File: src/common/link_cfg_pkg.sv
// package for the serial link configuration and command source block
// assumes a 250 MHz system clock and a 32-bit AXI4-Lite register bus
package link_cfg_pkg;
    // register byte offsets
    localparam logic [7:0] off_latency  = 8'h00;
    localparam logic [7:0] off_std_prot = 8'h04;
    localparam logic [7:0] off_opt_prot = 8'h08;
    localparam logic [7:0] off_loader   = 8'h0c;
    localparam logic [7:0] off_status   = 8'h10;
    // reset values
    localparam logic [7:0] latency_rst  = 8'h00;
    localparam logic [1:0] std_prot_rst = 2'h0;
    localparam logic [1:0] opt_prot_rst = 2'h0;
    localparam logic [1:0] loader_rst   = 2'h0;
    // protocol codes
    localparam logic [1:0] prot_modbus  = 2'h0;
    localparam logic [1:0] prot_loader  = 2'h1;
    localparam logic [1:0] prot_general = 2'h2;
    // latency range, in 10 ms units: 0.00 to 1.00 s
    localparam logic [7:0] latency_max  = 8'h64;
    // tick timing
    localparam int clk_mhz   = 250;
    localparam int tick_ms   = 10;
    localparam int tick_cyc  = tick_ms * 1000 * clk_mhz;
    localparam int tick_w    = 22;
    // bus response codes; slverr answers an unmapped address
    localparam logic [1:0] resp_okay   = 2'h0;
    localparam logic [1:0] resp_slverr = 2'h2;
endpackage

File: src/rtl/serial_link_cmd_source_cfg.sv
// serial link response latency, protocol select and command source routing
// assumes an AXI4-Lite master and a framer that flags the query end
//
// Our own choices: the address map and register access over AXI4-Lite.
`timescale 1ns/10ps
`default_nettype none
module serial_link_cmd_source_cfg (
    // clock, reset, enable
    input  wire logic        aclk,
    input  wire logic        aresetn,
    input  wire logic        ce,
    // axi4-lite write address
    input  wire logic [7:0]  s_axi_awaddr,
    input  wire logic        s_axi_awvalid,
    output logic             s_axi_awready,
    // axi4-lite write data
    input  wire logic [31:0] s_axi_wdata,
    input  wire logic [3:0]  s_axi_wstrb,
    input  wire logic        s_axi_wvalid,
    output logic             s_axi_wready,
    // axi4-lite write response
    output logic [1:0]       s_axi_bresp,
    output logic             s_axi_bvalid,
    input  wire logic        s_axi_bready,
    // axi4-lite read address
    input  wire logic [7:0]  s_axi_araddr,
    input  wire logic        s_axi_arvalid,
    output logic             s_axi_arready,
    // axi4-lite read data
    output logic [31:0]      s_axi_rdata,
    output logic [1:0]       s_axi_rresp,
    output logic             s_axi_rvalid,
    input  wire logic        s_axi_rready,
    // serial framer side
    input  wire logic        query_end,
    input  wire logic        reply_ready,
    output logic             reply_start,
    // protocol decode
    output logic             std_modbus_en,
    output logic             std_loader_en,
    output logic             std_general_en,
    output logic             opt_modbus_en,
    output logic             opt_general_en,
    // command source routing
    output logic             freq_from_link,
    output logic             run_from_link
);
    typedef enum logic [2:0] {
        st_idle = 3'b001,
        st_wait = 3'b010,
        st_proc = 3'b100
    } lat_e;

    typedef struct packed {
        logic        awready;
        logic        wready;
        logic        aw_got;
        logic        w_got;
        logic [7:0]  awaddr;
        logic [31:0] wdata;
        logic [3:0]  wstrb;
        logic        bvalid;
        logic [1:0]  bresp;
        logic        arready;
        logic        rvalid;
        logic [31:0] rdata;
        logic [1:0]  rresp;
        logic [7:0]  latency;
        logic [1:0]  std_prot;
        logic [1:0]  opt_prot;
        logic [1:0]  loader;
        lat_e        lat;
        logic [7:0]  lat_cnt;
        logic        reply_start;
        logic [4:0]  prot_en;
        logic [1:0]  route;
    } state_s;

    state_s st_r;
    state_s st_nxt;
    logic   tick;
    logic   tick_clear;

    assign tick_clear = (st_r.lat != st_wait);

    // 10 ms time base, held cleared outside the wait
    tick_gen #(
        .period (link_cfg_pkg::tick_cyc)
    ) u_tick (
        .aclk    (aclk),
        .aresetn (aresetn),
        .ce      (ce),
        .clear   (tick_clear),
        .tick    (tick)
    );

    always_comb begin
        logic       wr_ok;
        logic [7:0] lat_w;
        wr_ok = 1'b0;
        lat_w = 8'h00;
        st_nxt = st_r;
        st_nxt.reply_start = 1'b0;

        // write channel
        if (s_axi_awvalid && st_r.awready) begin
            st_nxt.awready = 1'b0;
            st_nxt.aw_got = 1'b1;
            st_nxt.awaddr = s_axi_awaddr;
        end
        if (s_axi_wvalid && st_r.wready) begin
            st_nxt.wready = 1'b0;
            st_nxt.w_got = 1'b1;
            st_nxt.wdata = s_axi_wdata;
            st_nxt.wstrb = s_axi_wstrb;
        end
        if (st_r.aw_got && st_r.w_got && !st_r.bvalid) begin
            st_nxt.aw_got = 1'b0;
            st_nxt.w_got = 1'b0;
            st_nxt.bvalid = 1'b1;
            st_nxt.bresp = link_cfg_pkg::resp_okay;
            wr_ok = st_r.wstrb[0];
            case (st_r.awaddr)
                link_cfg_pkg::off_latency: begin
                    lat_w = st_r.wdata[7:0];
                    // clamp to 1.00 s
                    if (wr_ok) begin
                        st_nxt.latency = (lat_w > link_cfg_pkg::latency_max)
                            ? link_cfg_pkg::latency_max : lat_w;
                    end
                end
                link_cfg_pkg::off_std_prot: begin
                    // codes 0..2 only
                    if (wr_ok && st_r.wdata[1:0] != 2'h3) begin
                        st_nxt.std_prot = st_r.wdata[1:0];
                    end
                end
                link_cfg_pkg::off_opt_prot: begin
                    // loader code refused on option port
                    if (wr_ok && (st_r.wdata[1:0] == link_cfg_pkg::prot_modbus
                        || st_r.wdata[1:0] == link_cfg_pkg::prot_general)) begin
                        st_nxt.opt_prot = st_r.wdata[1:0];
                    end
                end
                link_cfg_pkg::off_loader: begin
                    // value 3 gives the host both sources
                    if (wr_ok) begin
                        st_nxt.loader = st_r.wdata[1:0];
                    end
                end
                default: st_nxt.bresp = link_cfg_pkg::resp_slverr;
            endcase
        end
        if (st_r.bvalid && s_axi_bready) begin
            st_nxt.bvalid = 1'b0;
            st_nxt.awready = 1'b1;
            st_nxt.wready = 1'b1;
        end

        // read channel
        if (s_axi_arvalid && st_r.arready) begin
            st_nxt.arready = 1'b0;
            st_nxt.rvalid = 1'b1;
            st_nxt.rresp = link_cfg_pkg::resp_okay;
            st_nxt.rdata = 32'h0000_0000;
            case (s_axi_araddr)
                link_cfg_pkg::off_latency:  st_nxt.rdata[7:0] = st_r.latency;
                link_cfg_pkg::off_std_prot: st_nxt.rdata[1:0] = st_r.std_prot;
                link_cfg_pkg::off_opt_prot: st_nxt.rdata[1:0] = st_r.opt_prot;
                link_cfg_pkg::off_loader:   st_nxt.rdata[1:0] = st_r.loader;
                link_cfg_pkg::off_status: begin
                    st_nxt.rdata[2:0] = st_r.lat;
                    st_nxt.rdata[15:8] = st_r.lat_cnt;
                end
                default: st_nxt.rresp = link_cfg_pkg::resp_slverr;
            endcase
        end
        if (st_r.rvalid && s_axi_rready) begin
            st_nxt.rvalid = 1'b0;
            st_nxt.arready = 1'b1;
        end

        // response latency sequencer
        case (st_r.lat)
            st_idle: begin
                st_nxt.lat_cnt = 8'h00;
                if (query_end) begin
                    st_nxt.lat = (st_r.latency == 8'h00) ? st_proc : st_wait;
                end
            end
            st_wait: begin
                if (tick) begin
                    st_nxt.lat_cnt = st_r.lat_cnt + 8'h01;
                    if (st_r.lat_cnt + 8'h01 >= st_r.latency) begin
                        st_nxt.lat = st_proc;
                    end
                end
            end
            st_proc: begin
                // processing time added after the latency
                if (reply_ready) begin
                    st_nxt.reply_start = 1'b1;
                    st_nxt.lat = st_idle;
                    st_nxt.lat_cnt = 8'h00;
                end
            end
            default: st_nxt.lat = st_idle;
        endcase

        // protocol decode
        st_nxt.prot_en[0] = (st_r.std_prot == link_cfg_pkg::prot_modbus);
        st_nxt.prot_en[1] = (st_r.std_prot == link_cfg_pkg::prot_loader);
        st_nxt.prot_en[2] = (st_r.std_prot == link_cfg_pkg::prot_general);
        st_nxt.prot_en[3] = (st_r.opt_prot == link_cfg_pkg::prot_modbus);
        st_nxt.prot_en[4] = (st_r.opt_prot == link_cfg_pkg::prot_general);
        // command routing
        st_nxt.route = st_r.loader;
    end

    always_ff @(posedge aclk) begin
        if (!aresetn) begin
            st_r <= '0;
            st_r.awready <= 1'b1;
            st_r.wready <= 1'b1;
            st_r.arready <= 1'b1;
            st_r.latency <= link_cfg_pkg::latency_rst;
            st_r.std_prot <= link_cfg_pkg::std_prot_rst;
            st_r.opt_prot <= link_cfg_pkg::opt_prot_rst;
            st_r.loader <= link_cfg_pkg::loader_rst;
            st_r.lat <= st_idle;
            st_r.prot_en <= 5'h09;
        end else if (ce) begin
            st_r <= st_nxt;
        end
    end

    assign s_axi_awready  = st_r.awready;
    assign s_axi_wready   = st_r.wready;
    assign s_axi_bvalid   = st_r.bvalid;
    assign s_axi_bresp    = st_r.bresp;
    assign s_axi_arready  = st_r.arready;
    assign s_axi_rvalid   = st_r.rvalid;
    assign s_axi_rdata    = st_r.rdata;
    assign s_axi_rresp    = st_r.rresp;
    assign reply_start    = st_r.reply_start;
    assign std_modbus_en  = st_r.prot_en[0];
    assign std_loader_en  = st_r.prot_en[1];
    assign std_general_en = st_r.prot_en[2];
    assign opt_modbus_en  = st_r.prot_en[3];
    assign opt_general_en = st_r.prot_en[4];
    assign freq_from_link = st_r.route[0];
    assign run_from_link  = st_r.route[1];
endmodule
`default_nettype wire

File: src/rtl/tick_gen.sv
// divider producing one-cycle ticks every period cycles
// assumes a synchronous active-low reset and a clock enable
`timescale 1ns/10ps
`default_nettype none
module tick_gen #(
    parameter int period = 2500000
) (
    // clock and reset
    input  wire logic aclk,
    input  wire logic aresetn,
    input  wire logic ce,
    // control
    input  wire logic clear,
    output logic      tick
);
    typedef struct packed {
        logic [link_cfg_pkg::tick_w-1:0] cnt;
        logic                            tick;
    } tick_s;
    tick_s st_r;
    tick_s st_nxt;

    always_comb begin
        st_nxt = st_r;
        st_nxt.tick = 1'b0;
        if (clear) begin
            st_nxt.cnt = '0;
        end else if (st_r.cnt == link_cfg_pkg::tick_w'(period - 1)) begin
            st_nxt.cnt = '0;
            st_nxt.tick = 1'b1;
        end else begin
            st_nxt.cnt = st_r.cnt + 1'b1;
        end
    end

    always_ff @(posedge aclk) begin
        if (!aresetn) begin
            st_r <= '0;
        end else if (ce) begin
            st_r <= st_nxt;
        end
    end

    assign tick = st_r.tick;
endmodule
`default_nettype wire

File: config.mk
export PLATFORM = sky130hd
export DESIGN_NAME = serial_link_cmd_source_cfg
export DESIGN_NICKNAME = d
export VERILOG_FILES = /design/src/common/link_cfg_pkg.sv /design/src/rtl/serial_link_cmd_source_cfg.sv /design/src/rtl/tick_gen.sv
export SDC_FILE = /design/constraint.sdc
export NUM_CORES = 1
export LEC_CHECK = 0
export ABC_AREA = 1
export ABC_CLOCK_PERIOD_IN_PS = 4240
export BUFFER_PORTS_ARGS = -buffer_cell sky130_fd_sc_hd__buf_2
export CORE_ASPECT_RATIO = 1.5
export CORE_MARGIN = 3
export CORE_UTILIZATION = 40
export DETAILED_ROUTE_END_ITERATION = 6
export GPL_TIMING_DRIVEN = 0
export PLACE_DENSITY = 0.61
export SKIP_LAST_GASP = 1
export SLEW_MARGIN = 40
export SYNTH_ARGS = -nofsm -noshare
export SYNTH_HDL_FRONTEND = slang
export SYNTH_HIERARCHICAL = 1
export SYNTH_SLANG_ARGS = --single-unit
export TNS_END_PERCENT = 1
File: constraint.sdc
create_clock -name aclk -period 4.24 [get_ports aclk]
set_clock_uncertainty 0.2 [all_clocks]
set_input_delay 0.848 -clock aclk [delete_from_list [all_inputs] [get_ports aclk]]
set_output_delay 0.848 -clock aclk [all_outputs]
set_load 0.01 [all_outputs]
==> implementation parameters <==
Parameter                              Value

GRT
  Number of global-route vias before repair    around 4500
  Aggregate global-route resource usage    18.00%
  Antenna violations before repair    0
  First-pass GRT wire length    ~21000 microns
  Gr ovfl total    0
  Largest net degree at the start of global routing    17

Timing
  F_max    around 0.41 GHz
  Least-Margin Pin Slew    0.6248 ns
  Final setup TNS    0 ns
  Worst Slack Setup Final    between 1.5 and 2 ns
  Crit share post-route    a little under three fifths
  RSZ-0062 raised after global routing    false
  Min Tclk post-route    ~2.4 ns
  Worst max-slew margin expressed relative to the limit    roughly three fifths
  Hold Vio Cnt, Final    0
  Worst hold margin    0.2619 ns
  Number of setup violations in the final report    0
  Final slew viol count    0

Power and ir drop
  Switching part of the total power    approximately a quarter
  Combinational power share    a little over a tenth
  Maximum vdd ir drop    between 0.2 and 0.25 mV
  Power density cells    around 340 nW/um^2
  Clock Power Share    a little over two fifths
  Power dissipated by switching net loads    0.0005199 W
  Internal power summed over all cells    0.001555 W
  Sequential power share    roughly 47%
  Static Leakage    around 2.7 nW

Critical path
  Sort of element at the end of the critical path    register
  Worst Setup SP    st_r[8]
  Reg2Reg Depth    13
  Critical path type    reg -> reg
  Worst reg2reg path endpoint    st_r[17]
  R2R setup slack    around 1.8 ns
  Worst Path Required    approximately 4.3 ns
  Critical Path Start Type    register
  Worst reg2reg path startpoint    st_r[8]
  Data arrival time of the critical path    about 2.5 ns
  Worst-path fanout max    6

Synth
  Share of the synthesized area in the top cell type    between 30% and 40%
  Sequential share of the synthesized area    38.36%
  Library cells used by synthesis    37
  Number of register bits inferred by synthesis    just under 100
  Most area-hungry cell type in the Yosys netlist    dfxtp_1
  Number of enable flip-flop cells after synthesis    0
  Syn Inst Count    738
  Yosys synthesis warning count    6
  Commonest cells in the synthesized netlist    nand2_1, dfxtp_1, nor2_1, inv_1, a21oi_1
  Main flop type after synthesis    dfxtp_1
  Most instantiated library cell after synthesis    nand2_1
  Largest cells by area after synthesis    dfxtp_1, nand2_1, a21oi_1, nor2_1, inv_1
  Average footprint of a synthesized cell    6.931 sq um
  Async S/R FF share, synth    0%
  Post-synth design cell area    roughly 5100 sq um

Worst hold path
  Hold path startpoint    st_r[117]
  Worst hold path type    reg -> reg
  Worst hold path endpoint    st_r[117]
  Hold Crit Depth    2

Status
  Outcome    finished clean

Finish
  Total Nets Final    roughly 900
  Post-layout utilization of the core    48.10%
  Non-filler instance count after layout    between 900 and 1000
  Antenna diode instance count    0
  Area grow syn2layout    17.66%
  Layout cells sized above 1    between 10% and 20%

Floorplan
  Die outline area    14210 sq um
  Core footprint    ~13000 sq um
  Initial core utilization    40.88%
  Height of the die    ~140 microns
  Total I/O pin count    between 100 and 150
  Number of rows in the core area    50
  Die Width    about 100 microns

Route
  DRT iter0 DRCs    approximately 220
  Detailed-route wire length per cell    12.83 microns
  Wire length after detailed routing    ~13000 microns
  Detailed-router iteration count before antenna repair    5
  Via density    about 4.9
  Vias after detailed routing    roughly 4800
  Final ANT Viol Nets    0
  Post-route DRC    0

CTS
  CTS resizes    0
  Clock-pin slew of the registers on the worst-case setup and hold paths    approximately 0.070 ns
  Clock insertion delay at the later pin of the skew report    between 0.3 and 0.4 ns
  Root buffer selected by CTS    clkbuf_16
  Clock H-tree levels    3
  CTS Buf Count    9
  Post-CTS setup buffers    0
  TritonCTS clock tree    built
  Clk sink count    98
  Hold Buf Count CTS    0
  Buffer levels on the longest clock path    2

Placed design
  # port buffers    between 60 and 70
  Placement Setup Slack    roughly 1.6 ns
  Dpl hpwl    roughly 9900 microns
  GP Congestion    ~0.83
  Total placed cells including tap cells    976

Run
  Number of max-capacitance violations reported    0
==> registers in the layout (all words and copies together), names as in the netlist, 2 cells and up <==
| register | count |
|---|---|
| s_axi_rdata | 16 |
| u_tick/st_r | 22 |
| st_r | 42 |
| st_nxt | 2 |
==> how the worst max path moves through the flow <==
stage / endpoint / slack [ns]
CTS: st_r[17] / 1.79
floorplan: st_r[29] / 2.06
finish: st_r[17] / 1.82
global route: st_r[17] / 1.58
global placement: st_r[28] / 1.58
detailed placement: st_r[26] / 1.58
==> power by group through the flow <==
stage / Clock [W] / Sequential (W) / Combinational [W]
floorplan: 0 / 0.000992 / 0.000150
global placement: 0 / 0.000996 / 0.000218
detailed placement: 0 / 0.000997 / 0.000222
CTS: 0.000894 / 0.000976 / 0.000223
global route: 0.000932 / 0.000980 / 0.000251
finish: 0.000876 / 0.000977 / 0.000221
==> cells by family after synthesis <==
kind of cell               count (synthesis)  share of synthesized area, %
adders and majority gates                 10                         2.446
buffers and inverters                    141                         13.62
xor gates and xnor gates                   9                         1.541
other                                      1                       0.07332
DFF                                       98                         38.36
and+or+nand+nor                          349                         30.80
AOI/OAI and AO/OA                        130                         13.16
==> stage by stage <==
step / total power [W] / area [sq um]
6_report: 0.002074 / 6018
5_1_grt: 0.002163 / 6018
4_1_cts: 0.002093 / 6018
3_5_place_dp: 0.001219 / 5699
3_3_place_gp: 0.001215 / 5699
2_1_floorplan: 0.001143 / 5179
==> placed cells by master (no fill, tap or decap), drive strengths merged, types with 2 or more instances in the layout <==
cell type / Yosys / routed
inv: 81 / 81
bufinv: 0 / 2
clkinvlp: 0 / 2
ha: 10 / 10
nand3: 38 / 38
o21bai: 2 / 2
nand2: 176 / 176
xnor2: 3 / 3
conb: 1 / 18
dfxtp: 98 / 98
nor2: 95 / 95
clkinv: 4 / 7
o21ai: 50 / 50
clkbuf: 13 / 22
nor3: 19 / 19
a21oi: 73 / 73
buf: 43 / 108
o31ai: 2 / 2
xor2: 6 / 6
nand4: 19 / 19
==> per-layer routing <==
layer / up-vias / GRT usage, % / part of all wire (%)
li1: 2519 / - / -
met1: 2163 / 19.88 / 40
met2: 100 / 33.90 / 53
met3: 30 / 2.268 / 4.0
met4: 0 / 8.561 / 3.1
met5: - / 0 / 0
==> final cells by class <==
cell class | instances | area (sq um)
inverter | 85 | 319.1
tap | 156 | 195.2
clock inverter | 7 | 93.84
buffer | 56 | 377.9
timing repair buffer | 65 | 325.3
sequential | 98 | 1962
clock buffer | 9 | 225.2
multi-input combinational | 516 | 2520
fill | 1309 | 6494
==> critical path, stage by stage (launching register included) <==
cell     delay, ns
dfxtp_1       0.46
ha_1          0.25
nand4_1       0.11
nor2_1        0.13
xor2_1        0.22
ha_1          0.30
a21oi_1       0.15
nor2_1        0.05
nor2_1        0.09
nand2_1       0.11
nand2_1       0.10
nand2_1       0.05
nand2_1       0.05
nor2_1        0.04
No activity file was read; power rests on OpenSTA's default activity.
